<file path="src/hw/lcc_pkg.sv">
// constants and types shared by the counter cell and its cluster
// assumes one system clock; all sizes here are fixed, not parameters

package lcc_pkg;

	// ==========================================================
	// cluster geometry
	localparam int NUM_CELLS    = 10;
	localparam int IDX_W        = 4;
	localparam int ROW_PINS     = 4;
	localparam int MEM_OUTS     = 4;
	localparam int SRC_IDX_W    = 2;
	localparam int LOCAL_FANOUT = 29;

	// ==========================================================
	// lookup masks, index is {dataIn, regOut, carryIn}
	localparam logic [7:0] CNT_DATA_MASK  = 8'h66;
	localparam logic [7:0] CNT_CARRY_MASK = 8'h88;

	// ==========================================================
	// reset values
	localparam logic CELL_RST_VAL = 1'h0;
	localparam logic SYNC_RST_VAL = 1'h0;
	localparam logic LINE_RST_VAL = 1'h0;

	// ==========================================================
	// register and routing modes
	typedef enum logic [1:0] {REG_CLEAR, REG_PRESET, REG_EMUL} lcc_reg_mode_t;
	typedef enum logic [2:0] {ROW_IDLE, ROW_CELL, ROW_PIN, ROW_MEM, ROW_COLUMN} lcc_row_sel_t;
	typedef enum logic [1:0] {COL_IDLE, COL_CELL, COL_ROW_PIN, COL_MEM} lcc_col_sel_t;
	typedef enum logic [1:0] {GRP_IDLE, GRP_ROW, GRP_COLUMN} lcc_grp_sel_t;

endpackage

</file>
<file path="src/hw/lcc_logic_cell.sv">
// one logic cell: two lookup tables, carry, cascade and a clearable register
// assumes control inputs are already synchronous to sys_clk

`timescale 1ns/1ns

module lcc_logic_cell (
	input  wire logic                   sys_clk,
	input  wire logic                   rst_n,
	input  wire lcc_pkg::lcc_reg_mode_t regMode,
	input  wire logic                   counterMode,
	input  wire logic [7:0]             generalMask,
	input  wire logic                   dataIn,
	input  wire logic                   carryIn,
	input  wire logic                   cascadeUse,
	input  wire logic                   cascadeIn,
	input  wire logic                   clkEn,
	input  wire logic                   syncLoad,
	input  wire logic                   syncClear,
	input  wire logic                   loadData,
	input  wire logic                   asyncCtl,
	input  wire logic                   globalRst,
	output logic                        regOut,
	output logic                        lutOut,
	output logic                        carryOut,
	output logic                        valueUnknown
);
	import lcc_pkg::*;

	typedef struct packed {
		logic stored;
		logic unknown;
	} lcc_cell_state_t;

	lcc_cell_state_t state_ff;
	lcc_cell_state_t nxt_state;
	logic            invert;
	logic [2:0]      lutIdx;
	logic            dataLut;
	logic            cascaded;
	logic            nxtValue;

	// ==========================================================
	// lookup tables
	// preset is built by inverting around a clearable flop
	assign invert       = (regMode == REG_PRESET);
	assign regOut       = state_ff.stored ^ invert;
	assign lutIdx       = {dataIn, regOut, carryIn};
	assign dataLut      = counterMode ? CNT_DATA_MASK[lutIdx] : generalMask[lutIdx];
	assign carryOut     = counterMode & CNT_CARRY_MASK[lutIdx];
	assign cascaded     = cascadeUse ? (dataLut & cascadeIn) : dataLut;
	assign lutOut       = cascaded;
	assign valueUnknown = state_ff.unknown;

	// ==========================================================
	// register control priority
	always_comb begin
		nxt_state = state_ff;
		nxtValue  = regOut;
		if (globalRst) begin
			// clearing the flop shows the preset level in preset mode
			nxt_state.stored  = CELL_RST_VAL;
			nxt_state.unknown = (regMode == REG_EMUL);
		end else if (asyncCtl) begin
			nxt_state.stored  = CELL_RST_VAL;
			nxt_state.unknown = 1'h0;
		end else if (clkEn) begin
			if (syncClear) begin
				nxtValue = 1'h0;
			end else if (syncLoad) begin
				nxtValue = loadData;
			end else begin
				nxtValue = cascaded;
			end
			nxt_state.stored = nxtValue ^ invert;
			if (syncClear | syncLoad) begin
				nxt_state.unknown = 1'h0;
			end
		end
	end

	always_ff @(posedge sys_clk or negedge rst_n) begin
		if (!rst_n) begin
			state_ff <= '0;
		end else begin
			state_ff <= nxt_state;
		end
	end

endmodule

</file>
<file path="src/hw/lcc_counter_cluster.sv">
// cluster of counter cells sharing register controls, plus the row,
// column and cluster-group routing that feeds them
// assumes pins and the device reset pin are asynchronous to sys_clk

`timescale 1ns/1ns

// What this block does
// - counter uses data LUT and carry LUT
// - synchronous load mux and synchronous clear
// - clear or load beats cascade chain
// - clear wins over simultaneous load
// - registered and combinational LUT outputs together
// - clear and preset come from cluster signals
// - native async clear, preset by inversion
// - device reset drives preset registers high
// - emulated preset-and-clear registers read unknown
// - optional device-wide reset resets every cell register
// - device reset beats all other controls
// - row line from own row, column
// - edge column lines accept row pins
// - column line drives group interconnect directly
// - row reaches cells only through group
// - one cell drives up to 10 locally; the check allows 29
module lcc_counter_cluster (
	input  wire logic                                        sys_clk,
	input  wire logic                                        rst_n,
	input  wire logic                                        global_register_reset_n,
	input  wire logic                                        globalResetEnable,
	input  wire logic                                        clusterAsyncClr,
	input  wire logic                                        clusterClkEn,
	input  wire logic                                        clusterSyncLoad,
	input  wire logic                                        clusterSyncClear,
	input  wire logic                                        counterMode,
	input  wire lcc_pkg::lcc_reg_mode_t                      regMode,
	input  wire logic                                        cascadeUse,
	input  wire logic [lcc_pkg::NUM_CELLS-1:0]               cascadeIn,
	input  wire logic [lcc_pkg::NUM_CELLS-1:0]               loadData,
	input  wire logic                                        carryIn,
	input  wire logic [7:0]                                  generalMask,
	input  wire logic [lcc_pkg::ROW_PINS-1:0]                rowPinIn,
	input  wire logic [lcc_pkg::MEM_OUTS-1:0]                memOut,
	input  wire lcc_pkg::lcc_row_sel_t                       rowSel,
	input  wire logic [lcc_pkg::IDX_W-1:0]                   rowCellSel,
	input  wire logic [lcc_pkg::SRC_IDX_W-1:0]               rowSrcSel,
	input  wire lcc_pkg::lcc_col_sel_t                       colSel,
	input  wire logic [lcc_pkg::IDX_W-1:0]                   colCellSel,
	input  wire logic [lcc_pkg::SRC_IDX_W-1:0]               colSrcSel,
	input  wire logic                                        edgeColumn,
	input  wire lcc_pkg::lcc_grp_sel_t                       groupSel,
	input  wire logic [lcc_pkg::NUM_CELLS-1:0]               localFromGroup,
	input  wire logic [lcc_pkg::NUM_CELLS*lcc_pkg::IDX_W-1:0] localSrc,
	output logic [lcc_pkg::NUM_CELLS-1:0]                    countQ,
	output logic [lcc_pkg::NUM_CELLS-1:0]                    lutComb,
	output logic                                             carryOut,
	output logic [lcc_pkg::NUM_CELLS-1:0]                    valueUnknown,
	output logic                                             rowLine,
	output logic                                             colLine,
	output logic                                             groupLine
);
	import lcc_pkg::*;

	typedef struct packed {
		logic                rstMeta;
		logic                rstSync;
		logic                clrMeta;
		logic                clrSync;
		logic [ROW_PINS-1:0] pinMeta;
		logic [ROW_PINS-1:0] pinSync;
		logic                rowLine;
		logic                colLine;
		logic                groupLine;
	} lcc_cluster_state_t;

	lcc_cluster_state_t   state_ff;
	lcc_cluster_state_t   nxt_state;
	logic                 globalRst;
	logic                 clusterAsync;
	logic [NUM_CELLS:0]   carryChain;
	logic [NUM_CELLS-1:0] cellDataIn;
	int                   localFanoutMax;
	int                   fanoutCount;

	function automatic logic cellPick(input logic [IDX_W-1:0] idx,
		input logic [NUM_CELLS-1:0] q);
		cellPick = 1'h0;
		for (int k = 0; k < NUM_CELLS; k++) begin
			if (idx == IDX_W'(k)) begin
				cellPick = q[k];
			end
		end
	endfunction

	// ==========================================================
	// shared register controls
	// the build option gates the pin; low on the pin means reset
	assign globalRst    = globalResetEnable & ~state_ff.rstSync;
	assign clusterAsync = state_ff.clrSync;
	assign carryChain[0] = carryIn;
	assign carryOut      = carryChain[NUM_CELLS];
	assign rowLine       = state_ff.rowLine;
	assign colLine       = state_ff.colLine;
	assign groupLine     = state_ff.groupLine;

	// ==========================================================
	// cells
	for (genvar i = 0; i < NUM_CELLS; i++) begin : gCell
		// local path: either the group line or any neighbour's register
		assign cellDataIn[i] = localFromGroup[i] ? state_ff.groupLine :
			cellPick(localSrc[i*IDX_W +: IDX_W], countQ);

		// every cell sees the same cluster-wide controls, never its own
		lcc_logic_cell uCell (
			.sys_clk      (sys_clk),
			.rst_n        (rst_n),
			.regMode      (regMode),
			.counterMode  (counterMode),
			.generalMask  (generalMask),
			.dataIn       (cellDataIn[i]),
			.carryIn      (carryChain[i]),
			.cascadeUse   (cascadeUse),
			.cascadeIn    (cascadeIn[i]),
			.clkEn        (clusterClkEn),
			.syncLoad     (clusterSyncLoad),
			.syncClear    (clusterSyncClear),
			.loadData     (loadData[i]),
			.asyncCtl     (clusterAsync),
			.globalRst    (globalRst),
			.regOut       (countQ[i]),
			.lutOut       (lutComb[i]),
			.carryOut     (carryChain[i+1]),
			.valueUnknown (valueUnknown[i])
		);
	end

	// ==========================================================
	// synchronisers and routing lines
	always_comb begin
		nxt_state         = state_ff;
		nxt_state.rstMeta = global_register_reset_n;
		nxt_state.rstSync = state_ff.rstMeta;
		nxt_state.clrMeta = clusterAsyncClr;
		nxt_state.clrSync = state_ff.clrMeta;
		nxt_state.pinMeta = rowPinIn;
		nxt_state.pinSync = state_ff.pinMeta;

		case (rowSel)
			ROW_CELL:   nxt_state.rowLine = cellPick(rowCellSel, countQ);
			ROW_PIN:    nxt_state.rowLine = state_ff.pinSync[rowSrcSel];
			ROW_MEM:    nxt_state.rowLine = memOut[rowSrcSel];
			ROW_COLUMN: nxt_state.rowLine = state_ff.colLine;
			default:    nxt_state.rowLine = LINE_RST_VAL;
		endcase

		case (colSel)
			COL_CELL:    nxt_state.colLine = cellPick(colCellSel, countQ);
			// only edge columns have a tap to the row pins
			COL_ROW_PIN: nxt_state.colLine = edgeColumn &
				state_ff.pinSync[colSrcSel];
			COL_MEM:     nxt_state.colLine = memOut[colSrcSel];
			default:     nxt_state.colLine = LINE_RST_VAL;
		endcase

		// group line is the only way in from the long lines
		case (groupSel)
			GRP_ROW:    nxt_state.groupLine = state_ff.rowLine;
			GRP_COLUMN: nxt_state.groupLine = state_ff.colLine;
			default:    nxt_state.groupLine = LINE_RST_VAL;
		endcase
	end

	always_ff @(posedge sys_clk or negedge rst_n) begin
		if (!rst_n) begin
			state_ff         <= '0;
			state_ff.rstMeta <= SYNC_RST_VAL;
			state_ff.rstSync <= SYNC_RST_VAL;
		end else begin
			state_ff <= nxt_state;
		end
	end

	// ==========================================================
	// local fanout tally, read only by the checks
	always_comb begin
		localFanoutMax = 0;
		fanoutCount    = 0;
		for (int j = 0; j < NUM_CELLS; j++) begin
			fanoutCount = 0;
			for (int i = 0; i < NUM_CELLS; i++) begin
				if (!localFromGroup[i] && localSrc[i*IDX_W +: IDX_W] == IDX_W'(j)) begin
					fanoutCount = fanoutCount + 1;
				end
			end
			if (fanoutCount > localFanoutMax) begin
				localFanoutMax = fanoutCount;
			end
		end
	end

	logic quiet;
	assign quiet = !globalRst && !clusterAsync;
endmodule

</file>
<file path="config.mk">
export PLATFORM = sky130hd
export DESIGN_NAME = lcc_counter_cluster
export DESIGN_NICKNAME = d
export VERILOG_FILES = /design/src/hw/lcc_pkg.sv /design/src/hw/lcc_logic_cell.sv /design/src/hw/lcc_counter_cluster.sv
export SDC_FILE = /design/constraint.sdc
export NUM_CORES = 1
export LEC_CHECK = 0
export ABC_AREA = 1
export BUFFER_PORTS_ARGS = -buffer_cell sky130_fd_sc_hd__buf_2
export CORE_MARGIN = 2
export CORE_UTILIZATION = 50
export CTS_CLUSTER_DIAMETER = 40
export DETAILED_ROUTE_END_ITERATION = 10
export PLACE_DENSITY = 0.78
export SYNTH_ARGS = -nofsm -noshare
export SYNTH_HDL_FRONTEND = slang
export SYNTH_HIERARCHICAL = 1
export SYNTH_SLANG_ARGS = --single-unit
</file>
<file path="constraint.sdc">
create_clock -name sys_clk -period 9.1 [get_ports sys_clk]
set_clock_uncertainty 0.2 [all_clocks]
set_input_delay 1.82 -clock sys_clk [delete_from_list [all_inputs] [get_ports sys_clk]]
set_output_delay 1.82 -clock sys_clk [all_outputs]
set_load 0.005 [all_outputs]
</file>
==> impl_metrics.xml <==
<?xml version="1.0" encoding="UTF-8"?>
<metrics>
  <group name="routing">
    <metric name="route.vias.total" unit="">6413</metric>
    <metric name="routed_via_density" unit="">5.18</metric>
    <metric name="drt_iter0_markers" unit="">420</metric>
    <metric name="drtPass1Iterations" unit="">5</metric>
    <metric name="finalWirelength" unit="mm">16.1</metric>
    <metric name="remaining_drc_errors" unit="">0</metric>
    <metric name="remaining_antenna_violation_count_after_routing" unit="">0</metric>
    <metric name="drt-wirelength-per-cell" unit="microns">13.0</metric>
  </group>
  <group name="power_and_ir_drop">
    <metric name="p_per_area" unit="nW/um^2">89.5</metric>
    <metric name="highest_ir_drop_seen_on_vdd" unit="uV">68.6</metric>
    <metric name="static-leakage-power" unit="nW">3.65</metric>
  </group>
  <group name="clocking">
    <metric name="cts_made_buffers" unit="">5</metric>
    <metric name="clockRootBuffer" unit="">sky130_fd_sc_hd__clkbuf_8</metric>
    <metric name="clock_tree.buffer_depth" unit="">2</metric>
    <metric name="cts_max_level" unit="">2</metric>
    <metric name="clock_tree_from_tritoncts" unit="">yes</metric>
    <metric name="path_clk_slew" unit="ns">0.07</metric>
    <metric name="insertion_delay" unit="ns">0.30</metric>
    <metric name="num_clock_sinks" unit="">35</metric>
  </group>
  <group name="floorplanning">
    <metric name="die-area" unit="sq um">11000</metric>
    <metric name="floorplan.die.height" unit="microns">105</metric>
    <metric name="core_area" unit="sq um">9820</metric>
    <metric name="rows" unit="">36</metric>
    <metric name="effective_utilization_at_floorplan" unit="%">51.7</metric>
    <metric name="pin_count" unit="">153</metric>
    <metric name="die_w" unit="microns">105</metric>
  </group>
  <group name="synthesis">
    <metric name="syn_area" unit="sq um">5080</metric>
    <metric name="seq_area_frac_synth" unit="%">17.2</metric>
    <metric name="synthesis.nets" unit="">1093</metric>
    <metric name="mean_instance_size_in_the_synthesized_netlist" unit="sq um">5.28</metric>
    <metric name="netlist-cell-type-count" unit="">23</metric>
    <metric name="synthesis.yosys.warnings" unit="">6</metric>
    <metric name="synth_enable_flop_cells" unit="">0</metric>
    <metric name="synthesis.instances" unit="">962</metric>
    <metric name="synth-async-reset-ratio" unit="%">100</metric>
    <metric name="synth_ff_type" unit="">sky130_fd_sc_hd__dfrtp_1</metric>
    <metric name="yosys_register_bits" unit="">35</metric>
  </group>
  <group name="final_layout">
    <metric name="layout_commonest_cell" unit="">sky130_fd_sc_hd__nand2_1</metric>
    <metric name="n_antenna_cell" unit="">0</metric>
    <metric name="area_growth" unit="%">18.2</metric>
    <metric name="layout_common_cells" unit="">264 x sky130_fd_sc_hd__nand2_1, 176 x sky130_fd_sc_hd__nor2_1, 151 x sky130_fd_sc_hd__buf_2</metric>
    <metric name="filler_cell_count" unit="">1043</metric>
    <metric name="post-route-util" unit="%">61.1</metric>
    <metric name="final_instance_count_without_filler_cells" unit="">1237</metric>
    <metric name="finalNetCount" unit="">1234</metric>
    <metric name="share_of_layout_cells_above_drive_strength_1" unit="%">22.1</metric>
  </group>
  <group name="timing">
    <metric name="final-max-slew-violation-count" unit="">0</metric>
    <metric name="unrepaired_setup_endpoints_after_global_routing" unit="">false</metric>
    <metric name="total_negative_setup_slack" unit="ns">0</metric>
    <metric name="timing.final.ws_setup" unit="ns">0.524</metric>
    <metric name="timing.final.setup_violations" unit="">0</metric>
    <metric name="worst-slew-pin-transition" unit="ns">0.812</metric>
    <metric name="max_freq" unit="MHz">117</metric>
    <metric name="finalWorstPathRequiredPeriod" unit="ns">8.58</metric>
    <metric name="min_period_over_period" unit="%">94.2</metric>
    <metric name="hold_violations" unit="">0</metric>
    <metric name="max_slew_margin" unit="%">45.9</metric>
  </group>
  <group name="min_path">
    <metric name="worstHoldPathCells" unit="">0</metric>
    <metric name="hp-class" unit="">reg -&gt; reg</metric>
    <metric name="hold_path.startpoint" unit="">nxt_state[4]</metric>
  </group>
  <group name="setup_path">
    <metric name="cp_slowest_stage_delay" unit="ns">0.26</metric>
    <metric name="critical-path-slowest-cell" unit="">sky130_fd_sc_hd__ha_1</metric>
    <metric name="startpoint" unit="">regMode[1]</metric>
    <metric name="setup.worst_path.class" unit="">in -&gt; out</metric>
    <metric name="cp.depth" unit="">38</metric>
    <metric name="critical_path_peak_fanout" unit="">10</metric>
    <metric name="r2r-start" unit="">gCell[0].uCell/state_ff[1]</metric>
    <metric name="cp_data_required_time" unit="ns">7.08</metric>
    <metric name="cp.buffers_inverters" unit="">14</metric>
    <metric name="timing.critical_path.to_type" unit="">output pin</metric>
    <metric name="rr_worst_depth" unit="">39</metric>
    <metric name="critical_path_arrival" unit="ns">6.56</metric>
    <metric name="startpoint_type" unit="">input pin</metric>
    <metric name="timing.critical_path.max_delay_family" unit="">buffers and inverters</metric>
    <metric name="path_common_cell" unit="">sky130_fd_sc_hd__inv_1</metric>
  </group>
  <group name="run_status">
    <metric name="run_status" unit="">complete, no violations</metric>
  </group>
  <group name="place">
    <metric name="place_worst_setup_slack" unit="ns">0.535</metric>
    <metric name="globalplace.congestion" unit="">0.887</metric>
    <metric name="io_buffers" unit="">152</metric>
    <metric name="dp.final_hpwl" unit="mm">12.1</metric>
    <metric name="dpl.cell_count" unit="">1229</metric>
  </group>
  <group name="grt">
    <metric name="global_route.overflow_total" unit="">0</metric>
    <metric name="track_usage" unit="%">29.4</metric>
    <metric name="grt_max_degree" unit="">36</metric>
    <metric name="grt_first_pass_wirelength" unit="mm">26.8</metric>
    <metric name="antenna_found_initial" unit="">0</metric>
    <metric name="number_of_global_route_vias_before_repair" unit="">5780</metric>
  </group>
  <group name="run">
    <metric name="cap_violations" unit="">0</metric>
  </group>
</metrics>
[kinds of logic after synthesis]
group / after synthesis / share of synthesized area (%)
AO/OA/AOI/OAI: 118 / 14.0
adder cells (fa/ha/maj): 12 / 2.96
buffers and inverters: 187 / 14.6
flip-flops: 35 / 17.2
AND/OR/NAND/NOR: 610 / 51.2
[synth_stat cells, types with 13 or more instances]
cell type / count / area, sq um
sky130_fd_sc_hd__a21oi_1: 36 / 180
sky130_fd_sc_hd__inv_1: 129 / 484
sky130_fd_sc_hd__o21ai_1: 23 / 115
sky130_fd_sc_hd__nand4_1: 13 / 81.3
sky130_fd_sc_hd__nand2_2: 41 / 257
sky130_fd_sc_hd__nand3_1: 92 / 460
sky130_fd_sc_hd__buf_2: 17 / 85.1
sky130_fd_sc_hd__nand2_1: 264 / 991
sky130_fd_sc_hd__dfrtp_1: 35 / 876
sky130_fd_sc_hd__o211ai_1: 34 / 255
sky130_fd_sc_hd__inv_2: 36 / 135
sky130_fd_sc_hd__nor2_1: 177 / 664
[through the flow]
step	hold slack, ns	cell area, sq um	total power, mW
2_1_floorplan	0.131	5080	0.325
3_3_place_gp	0.132	5920	0.417
3_5_place_dp	0.137	5920	0.419
4_1_cts	0.153	6000	0.540
5_1_grt	0.164	6000	0.579
6_report	0.151	6000	0.537
[worst paths after layout]
check / slack [ns] / to
max in group asynchronous: 6.76 / state_ff[3]
max: 0.52 / lutComb[9]
min reg2reg: 0.15 / state_ff[4]
max reg2reg: 3.78 / gCell[9].uCell/state_ff[1]
min in group asynchronous: 1.41 / gCell[0].uCell/valueUnknown
min: 0.15 / state_ff[4]
[area by class of cell]
| class | count | area (sq um) | share of cell area (%) |
|---|---|---|---|
| clock buffers | 6 | 72.6 | 1.21 |
| clock inverters | 2 | 12.5 | 0.208 |
| inverters | 165 | 619 | 10.3 |
| multi-input cells | 740 | 3460 | 57.7 |
| flip-flops and latches | 35 | 876 | 14.6 |
| well taps | 133 | 166 | 2.77 |
| repair buffers | 156 | 793 | 13.2 |
[state kept, by name, indices dropped and copies added (netlist names)]
signal	cells
clusterAsync	1
colLine	1
gCell.uCell/state_ff	10
gCell.uCell/valueUnknown	10
groupLine	1
nxt_state	6
rowLine	1
state_ff	5
[what timing repair did]
item / 4_1_cts / 5_1_grt
hold buffers: 0 / 0
gates resized for setup: 0 / 1
setup endpoints to repair: 0 / 1
buffers inserted: 0 / 0
[metal layers]
layer / global-route usage (%) / routed length [microns] / up-vias
li1: - / - / 3306
met1: 39.3 / 7240 / 2826
met2: 50.3 / 7390 / 269
met3: 3.74 / 1350 / 12
met4: 6.86 / 124 / 0
met5: 0 / 0 / -
[report_power, final]
group	switching, mW	internal (mW)
Combinational	0.158	0.0904
Clock	0.0640	0.0536
Sequential	0.00765	0.163
(Power assumes the default switching activity.)
